[src/hw/oad_regs.vh]
// constants for the operand addressing decoder and its register map
`ifndef OAD_REGS_VH
`define OAD_REGS_VH

// register byte offsets on the axi4-lite slave
`define OAD_OFS_CTRL 5'h00
`define OAD_OFS_BASE_B 5'h04
`define OAD_OFS_BASE_PTR 5'h08
`define OAD_OFS_SRC_IDX 5'h0c
`define OAD_OFS_DST_IDX 5'h10
`define OAD_OFS_STATUS 5'h14
`define OAD_OFS_COUNT 5'h18
`define OAD_ADDR_W 5

// control register fields and reset values
`define OAD_CTRL_EN_BIT 0
`define OAD_CTRL_RST 1'h1
`define OAD_REG16_RST 16'h0000

// status register field positions
`define OAD_ST_ADDR_LSB 0
`define OAD_ST_SEG_LSB 16
`define OAD_ST_ILL_BIT 18
`define OAD_ST_MEM_BIT 19
`define OAD_ST_OVR_BIT 20

// axi response codes
`define OAD_RESP_OKAY 2'h0
`define OAD_RESP_SLVERR 2'h2

// opcode fields
`define OAD_OPC_ROW 7:6
`define OAD_OPC_GRP 5:3
`define OAD_OPC_LOW 2:0
`define OAD_OPC_FORM 2:1
`define OAD_OPC_DIR 1
`define OAD_OPC_WORD 0
`define OAD_ROW_ALU 2'h0
`define OAD_GRP_LAST 3'h5
`define OAD_LOW_LAST 3'h5
`define OAD_FORM_ACC 2'h2
`define OAD_PFX_TOP 3'h1
`define OAD_PFX_LOW 3'h6
`define OAD_PFX_SEG 4:3

// second byte fields
`define OAD_MRM_MOD 7:6
`define OAD_MRM_REG 5:3
`define OAD_MRM_RM 2:0
`define OAD_MRM_SREG 4:3
`define OAD_MOD_NODISP 2'h0
`define OAD_MOD_DISP8 2'h1
`define OAD_MOD_DISP16 2'h2
`define OAD_MOD_REG 2'h3

// operand select codes
`define OAD_RM_BRB_SRC 3'h0
`define OAD_RM_BRB_DST 3'h1
`define OAD_RM_PTR_SRC 3'h2
`define OAD_RM_PTR_DST 3'h3
`define OAD_RM_SRC 3'h4
`define OAD_RM_DST 3'h5
`define OAD_RM_PTR 3'h6
`define OAD_RM_BRB 3'h7

// segment register codes
`define OAD_SEG_EXTRA 2'h0
`define OAD_SEG_CODE 2'h1
`define OAD_SEG_STACK 2'h2
`define OAD_SEG_DATA 2'h3

`endif

[src/hw/oad_decoder.v]
// operand addressing decoder with axi4-lite register access
`timescale 1ns/100ps
module oad_decoder (
  input wire aclk,
  input wire aresetn,
  input wire [4:0] s_axi_awaddr,
  input wire s_axi_awvalid,
  output wire s_axi_awready,
  input wire [31:0] s_axi_wdata,
  input wire [3:0] s_axi_wstrb,
  input wire s_axi_wvalid,
  output wire s_axi_wready,
  output reg [1:0] s_axi_bresp,
  output reg s_axi_bvalid,
  input wire s_axi_bready,
  input wire [4:0] s_axi_araddr,
  input wire s_axi_arvalid,
  output wire s_axi_arready,
  output reg [31:0] s_axi_rdata,
  output reg [1:0] s_axi_rresp,
  output reg s_axi_rvalid,
  input wire s_axi_rready,
  input wire byte_valid,
  input wire [7:0] byte_data,
  output wire byte_ready,
  input wire string_dest,
  output reg dec_valid,
  output reg dec_illegal,
  output reg [7:0] dec_opcode,
  output reg [2:0] dec_group,
  output reg dec_dir,
  output reg dec_word,
  output reg dec_acc_imm,
  output reg dec_mem,
  output reg [15:0] dec_eff_addr,
  output reg [1:0] dec_seg,
  output reg [2:0] dec_reg_num,
  output reg dec_reg_hbyte,
  output reg [2:0] dec_rm_num,
  output reg dec_rm_hbyte,
  output reg [3:0] dec_sreg_sel,
  output reg [15:0] dec_imm
);
`include "oad_regs.vh"

  // one-hot decode states
  localparam [6:0] ST_OPC = 7'h01;
  localparam [6:0] ST_MRM = 7'h02;
  localparam [6:0] ST_DLO = 7'h04;
  localparam [6:0] ST_DHI = 7'h08;
  localparam [6:0] ST_ILO = 7'h10;
  localparam [6:0] ST_IHI = 7'h20;
  localparam [6:0] ST_EMIT = 7'h40;

  // software visible registers
  reg ctrl_en_r;
  reg [15:0] base_b_r;
  reg [15:0] base_ptr_r;
  reg [15:0] src_idx_r;
  reg [15:0] dst_idx_r;
  reg [15:0] count_r;

  // axi write side holding registers
  reg aw_hold_r;
  reg w_hold_r;
  reg [4:0] aw_addr_r;
  reg [31:0] w_data_r;
  reg [3:0] w_strb_r;

  // decode state
  reg [6:0] state_r;
  reg [7:0] opc_r;
  reg [7:0] mrm_r;
  reg [7:0] dlo_r;
  reg [7:0] dhi_r;
  reg [7:0] ilo_r;
  reg [7:0] ihi_r;
  reg ovr_r;
  reg [1:0] ovr_seg_r;
  reg str_r;

  wire take;
  wire wr_go;
  wire [1:0] mode;
  wire [2:0] rm;
  wire direct;
  wire need_disp;
  wire need_hi;
  wire is_pfx;
  wire is_alu;
  wire [15:0] disp;
  wire [15:0] eff_addr;
  wire via_ptr;
  reg [1:0] seg_nxt;
  reg [31:0] rd_nxt;
  reg rd_ok;
  reg wr_ok;

  // merge a 16-bit register with the low two byte strobes
  function [15:0] merge16;
    input [15:0] old;
    input [31:0] data;
    input [3:0] strb;
    integer i;
    begin
      merge16 = old;
      for (i = 0; i < 2; i = i + 1) begin
        if (strb[i]) begin
          merge16[i*8 +: 8] = data[i*8 +: 8];
        end
      end
    end
  endfunction

  // word registers map straight, byte registers fold high halves
  function [3:0] reg_map;
    input w;
    input [2:0] code;
    begin
      if (w) begin
        reg_map = {1'b0, code};
      end else begin
        reg_map = {code[2], 1'b0, code[1:0]};
      end
    end
  endfunction

  // axi write: address and data taken in either order
  assign s_axi_awready = !aw_hold_r && !s_axi_bvalid;
  assign s_axi_wready = !w_hold_r && !s_axi_bvalid;
  assign wr_go = aw_hold_r && w_hold_r && !s_axi_bvalid;

  // write decode, unmapped offsets answer slverr
  always @* begin
    case (aw_addr_r)
      `OAD_OFS_CTRL, `OAD_OFS_BASE_B, `OAD_OFS_BASE_PTR,
      `OAD_OFS_SRC_IDX, `OAD_OFS_DST_IDX: wr_ok = 1'b1;
      default: wr_ok = 1'b0;
    endcase
  end

  // write channel and the registers it updates
  always @(posedge aclk) begin
    if (!aresetn) begin
      aw_hold_r <= 1'b0;
      w_hold_r <= 1'b0;
      aw_addr_r <= 5'h00;
      w_data_r <= 32'h00000000;
      w_strb_r <= 4'h0;
      s_axi_bvalid <= 1'b0;
      s_axi_bresp <= `OAD_RESP_OKAY;
      ctrl_en_r <= `OAD_CTRL_RST;
      base_b_r <= `OAD_REG16_RST;
      base_ptr_r <= `OAD_REG16_RST;
      src_idx_r <= `OAD_REG16_RST;
      dst_idx_r <= `OAD_REG16_RST;
    end else begin
      if (s_axi_awvalid && s_axi_awready) begin
        aw_hold_r <= 1'b1;
        aw_addr_r <= s_axi_awaddr;
      end
      if (s_axi_wvalid && s_axi_wready) begin
        w_hold_r <= 1'b1;
        w_data_r <= s_axi_wdata;
        w_strb_r <= s_axi_wstrb;
      end
      if (wr_go) begin
        aw_hold_r <= 1'b0;
        w_hold_r <= 1'b0;
        s_axi_bvalid <= 1'b1;
        s_axi_bresp <= wr_ok ? `OAD_RESP_OKAY : `OAD_RESP_SLVERR;
        case (aw_addr_r)
          `OAD_OFS_CTRL: begin
            if (w_strb_r[0]) begin
              ctrl_en_r <= w_data_r[`OAD_CTRL_EN_BIT];
            end
          end
          `OAD_OFS_BASE_B:
            base_b_r <= merge16(base_b_r, w_data_r, w_strb_r);
          `OAD_OFS_BASE_PTR:
            base_ptr_r <= merge16(base_ptr_r, w_data_r, w_strb_r);
          `OAD_OFS_SRC_IDX:
            src_idx_r <= merge16(src_idx_r, w_data_r, w_strb_r);
          `OAD_OFS_DST_IDX:
            dst_idx_r <= merge16(dst_idx_r, w_data_r, w_strb_r);
          default: ctrl_en_r <= ctrl_en_r;
        endcase
      end else if (s_axi_bvalid && s_axi_bready) begin
        s_axi_bvalid <= 1'b0;
      end
    end
  end

  // read mux; status shows the last decoded result, but its override bit shows a pending prefix
  always @* begin
    rd_nxt = 32'h00000000;
    rd_ok = 1'b1;
    case (s_axi_araddr)
      `OAD_OFS_CTRL: rd_nxt[`OAD_CTRL_EN_BIT] = ctrl_en_r;
      `OAD_OFS_BASE_B: rd_nxt[15:0] = base_b_r;
      `OAD_OFS_BASE_PTR: rd_nxt[15:0] = base_ptr_r;
      `OAD_OFS_SRC_IDX: rd_nxt[15:0] = src_idx_r;
      `OAD_OFS_DST_IDX: rd_nxt[15:0] = dst_idx_r;
      `OAD_OFS_STATUS: begin
        rd_nxt[`OAD_ST_ADDR_LSB +: 16] = dec_eff_addr;
        rd_nxt[`OAD_ST_SEG_LSB +: 2] = dec_seg;
        rd_nxt[`OAD_ST_ILL_BIT] = dec_illegal;
        rd_nxt[`OAD_ST_MEM_BIT] = dec_mem;
        rd_nxt[`OAD_ST_OVR_BIT] = ovr_r;
      end
      `OAD_OFS_COUNT: rd_nxt[15:0] = count_r;
      default: rd_ok = 1'b0;
    endcase
  end

  // read channel answers one cycle after the address is taken
  assign s_axi_arready = !s_axi_rvalid;
  always @(posedge aclk) begin
    if (!aresetn) begin
      s_axi_rvalid <= 1'b0;
      s_axi_rdata <= 32'h00000000;
      s_axi_rresp <= `OAD_RESP_OKAY;
    end else if (s_axi_arvalid && s_axi_arready) begin
      s_axi_rvalid <= 1'b1;
      s_axi_rdata <= rd_nxt;
      s_axi_rresp <= rd_ok ? `OAD_RESP_OKAY : `OAD_RESP_SLVERR;
    end else if (s_axi_rvalid && s_axi_rready) begin
      s_axi_rvalid <= 1'b0;
    end
  end

  // byte intake stalls while a result is emitted or decode is off
  assign byte_ready = ctrl_en_r && (state_r != ST_EMIT);
  assign take = byte_valid && byte_ready;

  // opcode classification
  assign is_pfx = (byte_data[7:5] == `OAD_PFX_TOP) &&
                  (byte_data[`OAD_OPC_LOW] == `OAD_PFX_LOW);
  assign is_alu = (byte_data[`OAD_OPC_ROW] == `OAD_ROW_ALU) &&
                  (byte_data[`OAD_OPC_GRP] <= `OAD_GRP_LAST) &&
                  (byte_data[`OAD_OPC_LOW] <= `OAD_LOW_LAST);

  // offset length from the mode of the incoming second byte
  assign need_disp = (byte_data[`OAD_MRM_MOD] == `OAD_MOD_DISP8) ||
    (byte_data[`OAD_MRM_MOD] == `OAD_MOD_DISP16) ||
    ((byte_data[`OAD_MRM_MOD] == `OAD_MOD_NODISP) &&
     (byte_data[`OAD_MRM_RM] == `OAD_RM_PTR));
  assign mode = mrm_r[`OAD_MRM_MOD];
  assign rm = mrm_r[`OAD_MRM_RM];
  assign direct = (mode == `OAD_MOD_NODISP) && (rm == `OAD_RM_PTR);
  assign need_hi = (mode == `OAD_MOD_DISP16) || direct;

  // one byte offsets are sign extended, mode 00 adds nothing except in the direct form
  assign disp = (mode == `OAD_MOD_DISP8) ? {{8{dlo_r[7]}}, dlo_r} :
                (need_hi ? {dhi_r, dlo_r} : `OAD_REG16_RST);

  oad_addr_calc u_addr (
    .mode(mode),
    .rm(rm),
    .base_reg_b(base_b_r),
    .base_pointer(base_ptr_r),
    .source_index(src_idx_r),
    .destination_index(dst_idx_r),
    .disp(disp),
    .effective_address(eff_addr),
    .via_ptr(via_ptr)
  );

  // segment choice: string destination beats override beats default
  always @* begin
    if (str_r) begin
      seg_nxt = `OAD_SEG_EXTRA;
    end else if (ovr_r) begin
      seg_nxt = ovr_seg_r;
    end else if (via_ptr) begin
      seg_nxt = `OAD_SEG_STACK;
    end else begin
      seg_nxt = `OAD_SEG_DATA;
    end
  end

  // byte sequencer: opcode, then either operand byte and offset, or data
  always @(posedge aclk) begin
    if (!aresetn) begin
      state_r <= ST_OPC;
      opc_r <= 8'h00;
      mrm_r <= 8'h00;
      dlo_r <= 8'h00;
      dhi_r <= 8'h00;
      ilo_r <= 8'h00;
      ihi_r <= 8'h00;
      ovr_r <= 1'b0;
      ovr_seg_r <= `OAD_SEG_DATA;
      str_r <= 1'b0;
    end else begin
      case (state_r)
        ST_OPC: begin
          if (take) begin
            opc_r <= byte_data;
            mrm_r <= 8'hc0;
            ihi_r <= 8'h00;
            str_r <= string_dest;
            if (is_pfx) begin
              ovr_r <= 1'b1;
              ovr_seg_r <= byte_data[`OAD_PFX_SEG];
            end else if (!is_alu) begin
              state_r <= ST_EMIT;
            end else if (byte_data[`OAD_OPC_FORM] == `OAD_FORM_ACC) begin
              state_r <= ST_ILO;
            end else begin
              state_r <= ST_MRM;
            end
          end
        end
        ST_MRM: begin
          if (take) begin
            mrm_r <= byte_data;
            dlo_r <= 8'h00;
            dhi_r <= 8'h00;
            state_r <= need_disp ? ST_DLO : ST_EMIT;
          end
        end
        ST_DLO: begin
          if (take) begin
            dlo_r <= byte_data;
            state_r <= need_hi ? ST_DHI : ST_EMIT;
          end
        end
        ST_DHI: begin
          if (take) begin
            dhi_r <= byte_data;
            state_r <= ST_EMIT;
          end
        end
        ST_ILO: begin
          if (take) begin
            ilo_r <= byte_data;
            state_r <= opc_r[`OAD_OPC_WORD] ? ST_IHI : ST_EMIT;
          end
        end
        ST_IHI: begin
          if (take) begin
            ihi_r <= byte_data;
            state_r <= ST_EMIT;
          end
        end
        ST_EMIT: begin
          ovr_r <= 1'b0;
          state_r <= ST_OPC;
        end
        default: state_r <= ST_OPC;
      endcase
    end
  end

  // result registers load once per instruction
  always @(posedge aclk) begin
    if (!aresetn) begin
      dec_valid <= 1'b0;
      dec_illegal <= 1'b0;
      dec_opcode <= 8'h00;
      dec_group <= 3'h0;
      dec_dir <= 1'b0;
      dec_word <= 1'b0;
      dec_acc_imm <= 1'b0;
      dec_mem <= 1'b0;
      dec_eff_addr <= `OAD_REG16_RST;
      dec_seg <= `OAD_SEG_DATA;
      dec_reg_num <= 3'h0;
      dec_reg_hbyte <= 1'b0;
      dec_rm_num <= 3'h0;
      dec_rm_hbyte <= 1'b0;
      dec_sreg_sel <= 4'h0;
      dec_imm <= `OAD_REG16_RST;
      count_r <= 16'h0000;
    end else begin
      dec_valid <= (state_r == ST_EMIT);
      if (state_r == ST_EMIT) begin
        count_r <= count_r + 16'h0001;
        dec_opcode <= opc_r;
        dec_illegal <= !((opc_r[`OAD_OPC_ROW] == `OAD_ROW_ALU) &&
                         (opc_r[`OAD_OPC_GRP] <= `OAD_GRP_LAST) &&
                         (opc_r[`OAD_OPC_LOW] <= `OAD_LOW_LAST));
        dec_group <= opc_r[`OAD_OPC_GRP];
        dec_dir <= opc_r[`OAD_OPC_DIR];
        dec_word <= opc_r[`OAD_OPC_WORD];
        dec_acc_imm <= (opc_r[`OAD_OPC_FORM] == `OAD_FORM_ACC);
        dec_mem <= (mode != `OAD_MOD_REG);
        dec_eff_addr <= (mode != `OAD_MOD_REG) ? eff_addr :
                        `OAD_REG16_RST;
        dec_seg <= seg_nxt;
        {dec_reg_hbyte, dec_reg_num} <=
          reg_map(opc_r[`OAD_OPC_WORD], mrm_r[`OAD_MRM_REG]);
        {dec_rm_hbyte, dec_rm_num} <=
          reg_map(opc_r[`OAD_OPC_WORD], mrm_r[`OAD_MRM_RM]);
        // one-hot extra, code, stack, data from the segment field
        dec_sreg_sel <= 4'h1 << mrm_r[`OAD_MRM_SREG];
        dec_imm <= opc_r[`OAD_OPC_WORD] ? {ihi_r, ilo_r} :
                   {{8{ilo_r[7]}}, ilo_r};
      end
    end
  end
endmodule // oad_decoder

[src/hw/oad_ea_calc.v]
// effective address adder for the memory operand forms
`timescale 1ns/100ps
module oad_addr_calc (
  input wire [1:0] mode,
  input wire [2:0] rm,
  input wire [15:0] base_reg_b,
  input wire [15:0] base_pointer,
  input wire [15:0] source_index,
  input wire [15:0] destination_index,
  input wire [15:0] disp,
  output reg [15:0] effective_address,
  output reg via_ptr
);
`include "oad_regs.vh"

  wire direct;
  reg [15:0] base;
  reg [15:0] index;

  // the direct form replaces the base pointer row entirely
  assign direct = (mode == `OAD_MOD_NODISP) && (rm == `OAD_RM_PTR);

  // pick base and index, then one adder for every row
  always @* begin
    base = `OAD_REG16_RST;
    index = `OAD_REG16_RST;
    via_ptr = 1'b0;
    case (rm)
      `OAD_RM_BRB_SRC: begin
        base = base_reg_b;
        index = source_index;
      end
      `OAD_RM_BRB_DST: begin
        base = base_reg_b;
        index = destination_index;
      end
      `OAD_RM_PTR_SRC: begin
        base = base_pointer;
        index = source_index;
        via_ptr = 1'b1;
      end
      `OAD_RM_PTR_DST: begin
        base = base_pointer;
        index = destination_index;
        via_ptr = 1'b1;
      end
      `OAD_RM_SRC: index = source_index;
      `OAD_RM_DST: index = destination_index;
      `OAD_RM_PTR: begin
        base = direct ? `OAD_REG16_RST : base_pointer;
        via_ptr = !direct;
      end
      default: base = base_reg_b;
    endcase
    effective_address = base + index + disp;
  end
endmodule // oad_addr_calc

[config.mk]
export PLATFORM = sky130hd
export DESIGN_NAME = oad_decoder
export DESIGN_NICKNAME = d
export VERILOG_FILES = /design/src/hw/oad_decoder.v /design/src/hw/oad_ea_calc.v
export VERILOG_INCLUDE_DIRS = /design/src /design/src/hw
export SDC_FILE = /design/constraint.sdc
export NUM_CORES = 1
export LEC_CHECK = 0
export BUFFER_PORTS_ARGS = -buffer_cell sky130_fd_sc_hd__buf_2
export CORE_ASPECT_RATIO = 1.1
export CORE_MARGIN = 1
export CORE_UTILIZATION = 50
export DETAILED_ROUTE_END_ITERATION = 6
export PLACE_DENSITY = 0.71
export SYNTH_ARGS = -nofsm -noshare
export SYNTH_HDL_FRONTEND = slang
export SYNTH_SLANG_ARGS = --single-unit
[constraint.sdc]
create_clock -name aclk -period 7.61 [get_ports aclk]
set_clock_uncertainty 0.15 [all_clocks]
set_input_delay 0.761 -clock aclk [delete_from_list [all_inputs] [get_ports aclk]]
set_output_delay 0.761 -clock aclk [all_outputs]
set_load 0.02 [all_outputs]
Yosys cells after proc, flatten, opt, wreduce, memory -nomap -nowiden
Cells that the tools add are included.
Operators by class
  add/sub/neg operators: 3
  $mul: 0
  divide/modulo/power cells: 0
  order comparisons: 4
  equal/unequal tests: 42
  shift-type cells: 1
  muxes and demuxes: 46
  bitwise logic cells: 1
  reduce and logical (&&, ||, !) cells: 66
Operators by type and width (count)
  $pmux 15 s6: 1
  $mux 16: 5
  $mux 7: 10
  $pmux 8 s2: 4
  $pmux 16 s3: 1
  $reduce_and 3->1: 15
  $pmux 7 s5: 1
  $add 16x16->16: 2
  $pmux 16 s2: 1
  $mux 8: 3
  $eq 5x4->1 const B: 4
  $eq 5x5->1 const B: 4
  $logic_and 1x1->1: 18
  $ne 2x2->1 const B: 9
  $add 16x1->16 const B: 1
  $reduce_bool 2->1: 7
  $eq 3x3->1 const B: 4
  $le 3x3->1 const B: 4
  $eq 5x3->1 const B: 2
  $logic_not 5->1: 2
  $mux 5: 2
  $mux 1: 9
  $eq 2x2->1 const B: 4
  $mux 2: 4
  27 further kinds: 46
Storage, ports and cells
  register bits after elaboration: 255
  latch bits: 0
  memory bits (writable): 0
  memory bits (read-only): 0
  word-level logic and storage cells: 209
  memories: 0

Logic depth before layout (Yosys ltp)
Gate-level depths: netlist of the first run.
  depth in word-level cells: 7
  mapped depth: 15

Modules after synthesis
From an unflattened synthesis of the first run, not the netlist that was laid out.
Unflattened totals
  cell total of the unflattened synthesis: 1376
  area total of the unflattened synthesis: 11755.0 um^2
Modules (own cells, without submodules)
  oad_decoder: times used 1, cells an instance 1181, area each 10246.1 um^2, sequential area each 4964.8 um^2
  oad_addr_calc: times used 1, cells an instance 195, area each 1508.9 um^2, sequential area each 0.0 um^2

Least setup slack after synthesis of the first run
Ideal clock, no wire load.
  path type: register to register
  start point: register mrm_r[0]
  end point: register dec_eff_addr[13]
  setup time: 116 ps
  data arrival time: 3323 ps
  required time: 7344 ps
  path slack: 4021 ps
  stages on the path, launching flop included: 15
  clock period less this slack: 3589 ps
  path through: dfxtp_1 -> buf_4 -> o21bai_1 -> a21boi_1 -> clkbuf_1 -> a22oi_1 -> fa_1 -> inv_1 -> ha_1 -> and4_1 -> and2_1 -> a221oi_1 -> o21ai_0 -> mux2i_1 -> a31o_2
On the way
  word-level cells in the longest chain between the ends: 7
RTL lines
  start: declaration: RTL line oad_decoder.v:73  | reg [7:0] mrm_r;
  start signal: assignment: RTL line oad_decoder.v:317  | mrm_r <= byte_data;
  $eq 3x3->1: RTL line oad_ea_calc.v:28  | case (rm)
  $logic_and 1x1->1: RTL line oad_decoder.v:250, oad_ea_calc.v:21
  $mux 16 or $logic_or 1x1->1 (tied branches): RTL line oad_ea_calc.v:50, oad_decoder.v:251
  $pmux 16 s3 or $mux 16 (tied branches)
  $add 16x16->16 or $mux 16 (tied branches): RTL line oad_ea_calc.v:55, oad_decoder.v:254
  $add 16x16->16 (*): RTL line oad_ea_calc.v:55  | effective_address = base + index + disp;
  $mux 16 (no line) (*)
  end signal: assignment: RTL line oad_decoder.v:367  | dec_eff_addr <= `OAD_REG16_RST;
  end signal: assignment: RTL line oad_decoder.v:389  | dec_eff_addr <= (mode != `OAD_MOD_REG) ? eff_addr :
  end: declaration: RTL line oad_decoder.v:35  | output reg [15:0] dec_eff_addr,
Every way passes the cells marked *; elsewhere a longest branch is shown, timed or not.
A chain may end at the register's enable or synchronous reset.

Worst setup path in the final report of the first run
  start point: register mrm_r[2]
  end point: register dec_eff_addr[13]
Same word-level chain as after synthesis.

==> impl_results.md, run 1 <==
- Initial antenna violation count: 1
- Flop-to-flop setup slack: 3.33 ns
- Global-route wire length before repair: 50.00 mm
- I/O pin count: 168
- Crit. End Element: flop
- Initial Utilization: 51.33%
- DR pass1 iterations: 5
- Yosys top cell by area: dfxtp_1
- Syn_area_per_cell: 9.126 um2
- Leakage power: 5.668 nW
- Clock sinks: 248
- DRC viols: 0
- Max Root-Sink Buffers: 3
- Kind of critical path: reg2reg
- Largest net degree at the start of global routing: 149
- Final hold vios: 0
- Critical Path RT: 7.89 ns
- Clock latency on the worst-skew pair: 0.53 ns
- Distinct cells, synth: 78
- #FFs+latches synth: 248
- Worst Max-Slew Pin Slew: 1.099 ns
- Worst path most repeated cell: fa_1
- Stages on worst setup path: 12
- Worst hold path type: reg2reg
- Rows: 59
- Resized Gates After CTS: 0
- Vias: 9,867
- Layout area overhead: 12.11%
- Gate Count Post-Synth: 1,337
- Sequential-to-total area share from yosys stat: 40.69%
- Total track usage: 24.78%
- Async SR Flop Fraction: 0%
- CP Buf/Inv Count: 1
- Setup TNS: 0 ns
- Worst flop-to-flop path endpoint: dec_eff_addr[13]
- Area of the die: 25,030 um2
- Max VDD drop: 0.0001417 V
- Share of cells above drive strength 1: 16.60%
- WL per Instance: 17.72 um
- I/O Buffers: 136
- Arrival @ worst endpoint: 4.55 ns
- N_diodes: 0
- Tcrit/Tclk final: 56.21%
- Post-Route WL: 30.82 mm
- Syn Std Cell Area: 12,200 um2
- Rel. slew slack: 26.42%
- Crit path cell chain: o21ai_2, a22oi_1, fa_1, inv_1, ha_1, fa_1, a211oi_1, o21bai_1, a221oi_1, o21ai_0, mux2i_1, a31o_2
- Post-synth top flop: dfxtp_1
- Initial DRC Count: 717
- Power Density: 206.4 nW/um2
- Number of flops mapped to enable cells by yosys: 0
- Core area: 23,770 um2
- Min Tclk post-route: 4.278 ns
- Most common cell after layout, fill and taps aside: dfxtp_1
- CTS tree: yes
- DP HPWL: 21.15 mm
- Die height: 165.8 um
- Largest fanout on the critical path: 16
- Vias per inst: 5.674
- TritonCTS buffer count: 26
- End of the critical path: dec_eff_addr[13]
- Layout net count: 1,514
- Setup bufs post-CTS: 0
- Vias in the first global route: 9,568
- Pins Over Slew Limit: 0
- CP Launch Point: mrm_r[2]
- Clock slew at reported path FFs: 0.06 ns
- Setup Viol. Count Final: 0
- Total number of H-tree levels: 1
- CP max stage delay: 0.83 ns
- Worst R2R Start: mrm_r[2]
- Synth warn: 0
- Pre-CTS WS: 3.421 ns
- Die X: 150.9 um
- Gpl congestion: 0.8726
- Outcome: finished clean
- CTS root buf: clkbuf_16
- Synth top area share: 40.69%
- Delay-heaviest family, CP: compound AO/OA/AOI/OAI gates
- Worst Reg-to-Reg Cells: 12
- Gr ovfl total: 0
- Post-route ant nets: 0
- Commonest cells after routing, fill and taps aside: 248 x dfxtp_1, 187 x nand2_1, 135 x buf_2, 116 x nor2b_1, 86 x a22oi_1
- Post-CTS Hold Buffers: 0
- Critical path's slowest cell: o21ai_2
- Max-cap violations: 0
- RSZ-0062 raised after global routing: false
- PnR worst setup slack: 3.332 ns
- Achievable clock frequency: 233.8 MHz
- CP startpoint kind: flop
- Largest cells by area after synthesis: dfxtp_1 41%, mux2i_1 6.4%, nor2b_1 6.1%
state kept, by name (all words and copies together), names as in the netlist, 16 cells and up:
name and flops:
w_data_r 16, dst_idx_r 16, src_idx_r 16, dec_imm 16, dec_eff_addr 16, base_ptr_r 16, count_r 16, base_b_r 16
s_axi_rdata 21
kinds of logic after synthesis:
family	Yosys count	synth area share [%]
AO/OA/AOI/OAI	307	18.13
XOR/XNOR	25	1.907
adder cells (fa/ha/maj)	32	4.266
buffers and inverters	139	5.455
flip-flops	248	40.69
multiplexers	93	7.783
other	1	0.03073
AND/OR/NAND/NOR	492	21.74
metrics by stage:
step / util, % / instances / area, um2 / power (mW) / hold slack (ns)
floorplan: - / 1349 / 12250 / 1.545 / 0.2853
global placement: 54.06 / 1696 / 12850 / 1.601 / 0.2902
detailed placement: 54.06 / 1696 / 12850 / 1.605 / 0.2954
CTS: 57.55 / 1739 / 13680 / 2.841 / 0.3034
global route: 57.55 / 1739 / 13680 / 2.931 / 0.3214
finish: 57.55 / 1739 / 13680 / 2.823 / 0.3009
Yosys cell counts (3+ instances only):
cell type	n
xor2_1	8
and3_1	10
o21a_1	7
nor3_2	3
clkbuf_1	50
nor4_1	3
ha_1	16
buf_4	21
o311ai_0	4
o211a_1	3
a21o_1	7
nand3b_1	7
o21ai_0	36
nor2_1	36
inv_1	39
and3b_1	4
nand2_1	187
a22oi_1	86
nand3_2	4
a21oi_1	31
a211oi_1	11
nand2b_1	3
nor3_1	7
o21ai_1	4
mux2i_1	78
nand4_1	9
o211ai_1	3
nor2b_1	118
a21boi_0	63
nand3_1	38
xnor2_1	16
a31o_2	3
buf_2	20
nor2_4	3
a21boi_1	11
nor3b_1	9
and2_1	25
a221oi_1	17
dfxtp_1	248
buf_6	5
o21ai_2	5
mux2_2	15
fa_1	16
worst min-delay path, stage by stage, from the launching register on:
cell and delay [ns]:
dfxtp_1 0.30, nand2_1 0.05, a21boi_1 0.05
cell type report:
| type | count | area [um2] |
|---|---|---|
| fill | 2182 | 10090 |
| multi-input combinational | 962 | 6625 |
| sequential | 248 | 4965 |
| clock buffer | 34 | 732.0 |
| timing repair buffer | 142 | 732.0 |
| tap | 305 | 381.6 |
| inverter | 39 | 146.4 |
| clock inverter | 9 | 97.59 |
worst min-delay path by stage:
| stage | startpoint | to | cells after the start |
|---|---|---|---|
| after floorplan | ilo_r[0] | ilo_r[0] | 2 |
| after global placement | dec_opcode[2] | dec_opcode[2] | 2 |
| after detailed placement | dec_opcode[2] | dec_opcode[2] | 2 |
| after CTS | dec_opcode[2] | dec_opcode[2] | 2 |
| after global routing | ilo_r[1] | ilo_r[1] | 2 |
| final | dec_opcode[2] | dec_opcode[2] | 2 |
routing by layer:
metal  up-vias  wire, um  track usage [%]
met3        49      1903            4.670
met1      4717     14000            33.52
met4         2       717            7.348
li1       4822         -                -
met5         -        13                0
met2       277     14190            39.83
power breakdown:
group	switching (mW)	internal [mW]
clock network	0.507	0.738
registers	0.0306	1.33
logic	0.145	0.0760
(Power assumes the default switching activity.)
==> inputs of run 2 (changes only) <==
Clock period 7.61 ns to 4.2 ns, I/O delays scaled along.
==> run 2 against run 1 <==
Net effect:
- sequential power rose by 81%
- non-clock buffer count rose by 33
- flip-flop and latch count did not move
- fmax rose by 8.2%
- routed wire length rose by 2.8%
- cell count rose by 2.2%
- combinational power rose by 91%
- power rose by 82%
- critical path depth rose by 2
- critical path type unchanged
==> impl_results.md, run 2 (synthesis results as in run 1) <==
- WHS Path Cells: 3 (+1)
- Commonest cells after routing, fill and taps aside: 248 x dfxtp_1, 187 x nand2_1, 135 x buf_2, 117 x nor2b_1, 86 x a22oi_1
- N_diodes: 0 (unchanged)
- CTS tree: yes
- Die height: 165.8 um (unchanged)
- Vias per inst: 5.633 (-0.73%)
- Register area: 4965 um2 (unchanged)
- Initial DRC Count: 861 (+20%)
- Max reg flops: 21 (unchanged)
- Post-Route WL: 31.69 mm (+2.8%)
- Most flops, register: s_axi_rdata
- DRC viols: 0 (unchanged)
- Max VDD drop: 0.0002565 V (+81%)
- TritonCTS buffer count: 26 (unchanged)
- Crit. End Element: flop
- Die X: 150.9 um (unchanged)
- Share of cells above drive strength 1: 16.98% (+0.39 points)
- RSZ-0062 raised after global routing: false
- Gr ovfl total: 0 (unchanged)
- WL per Instance: 17.83 um (+0.62%)
- Leakage power: 5.820 nW (+2.7%)
- Design area: 13,990 um2 (+2.3%)
- Largest net degree at the start of global routing: 130 (-13%)
- CP startpoint kind: flop
- DP HPWL: 21.72 mm (+2.7%)
- Area of the multi-input gates: 6619 um2 (about the same)
- Setup bufs post-CTS: 0 (unchanged)
- Achievable clock frequency: 253.0 MHz (+8.2%)
- Min Tclk post-route: 3.953 ns (-0.3249 ns)
- Pins Over Slew Limit: 0 (unchanged)
- Core area: 23,770 um2 (unchanged)
- Outcome: finished clean
- Tcrit/Tclk final: 94.12% (+38 points)
- Setup Viol. Count Final: 0 (unchanged)
- Layout area overhead: 14.68%
- Final hold vios: 0 (unchanged)
- PnR worst setup slack: 0.2470 ns (-3.085 ns)
- Clock latency on the worst-skew pair: 0.54 ns (about the same)
- Pre-CTS WS: 0.2808 ns (-3.140 ns)
- I/O pin count: 168 (unchanged)
- Rel. slew slack: 24.46% (-2.0 points)
- Power Density: 368.0 nW/um2 (+78%)
- Most common cell after layout, fill and taps aside: dfxtp_1
- DR pass1 iterations: 5 (unchanged)
- Rows: 59 (unchanged)
- Worst Reg-to-Reg Cells: 14 (+2)
- Initial Utilization: 51.33% (unchanged)
- Layout net count: 1,547 (+2.2%)
- CTS root buf: clkbuf_16
- I/O Buffers: 136 (unchanged)
- Global-route wire length before repair: 50.39 mm (+0.79%)
- Post-route ant nets: 0 (unchanged)
- Initial antenna violation count: 1 (unchanged)
- Area of the die: 25,030 um2 (unchanged)
- Vias in the first global route: 9,599 (+0.32%)
- Largest fanout on the critical path: 9 (-7)
- Total number of H-tree levels: 1 (unchanged)
- Setup TNS: 0 ns (unchanged)
- Arrival @ worst endpoint: 4.23 ns (-0.32 ns)
- Kind of critical path: reg2reg
- Vias: 10,009 (+1.4%)
- Critical Path RT: 4.48 ns (-3.41 ns)
- Clock sinks: 248 (unchanged)
- Area post-placement: 12,930 um2 (+0.59%)
- Gpl congestion: 0.8638 (-1.0%)
- Max-cap violations: 0 (unchanged)
- Max Root-Sink Buffers: 3 (unchanged)
- Worst Max-Slew Pin Slew: 1.128 ns (+0.02941 ns)
- Clock slew at reported path FFs: 0.06 ns (about the same)
- Filler cell count: 2,123 (-2.7%)
- Worst hold path type: in2reg
- Total track usage: 25.26% (+0.48 points)
run 2: per-stage QoR:
step                      cells  total power [mW]  hold slack [ns]  utilization (%)
after floorplan            1349             2.799           0.2853                -
after global placement     1707             2.907           0.2967            54.38
after detailed placement   1707             2.914           0.2987            54.38
after CTS                  1777             5.177        0.0003603            58.87
after global routing       1777             5.335          0.02808            58.87
final                      1777             5.149         0.003425            58.87
run 2: final timing paths:
| check | from | slack, ns | end |
|---|---|---|---|
| worst max-delay path | mrm_r[2] | 0.25 | dec_eff_addr[13] |
| worst min-delay path | s_axi_wdata[12] | 0.003 | w_data_r[12] |
| worst max register to register | mrm_r[2] | 0.25 | dec_eff_addr[13] |
| worst min register to register | s_axi_rdata[18] | 0.31 | s_axi_rdata[18] |
run 2: worst max-delay path, stage by stage (launching register included):
cell and delay (ns):
dfxtp_1 0.55, and3b_1 0.23, o21ai_2 0.06, o21ai_1 0.15, nand2_1 0.15, fa_1 0.55, inv_1 0.05, ha_1 0.22
fa_1 0.43, a211oi_1 0.31, o21bai_1 0.21, a221oi_1 0.27, o21ai_0 0.18, mux2i_1 0.15, a31o_2 0.22
run 2: layout make-up:
cell class / count / share of cell area [%]
Clock buffer: 38 / 5.481
Inverter: 39 / 1.046
Timing Repair Buffer: 175 / 7.394
Clock inverter: 10 / 0.5722
Tap cell: 305 / 2.727
Multi-Input combinational cell: 962 / 47.30
Sequential cell: 248 / 35.48
run 2: what timing repair did:
| action | CTS | global route |
|---|---|---|
| gates resized for setup | 0 | 0 |
| hold buffers | 22 | 0 |
| hold endpoints to repair | 21 | 0 |
run 2: where the power goes:
part           leakage (nW)  internal [mW]  switching [mW]  total, mW
combinational          3.40          0.157           0.265      0.422
sequential             2.01           2.40          0.0571       2.46
clock                 0.418           1.33           0.941       2.27
run 2: metal layers:
metal / vias to the layer above / global-route usage (%) / routed length (um)
met5: - / 0 / 12
met1: 4735 / 36.03 / 14490
met4: 2 / 7.000 / 599
met2: 330 / 39.83 / 14590
met3: 52 / 3.187 / 1990
li1: 4890 / - / -
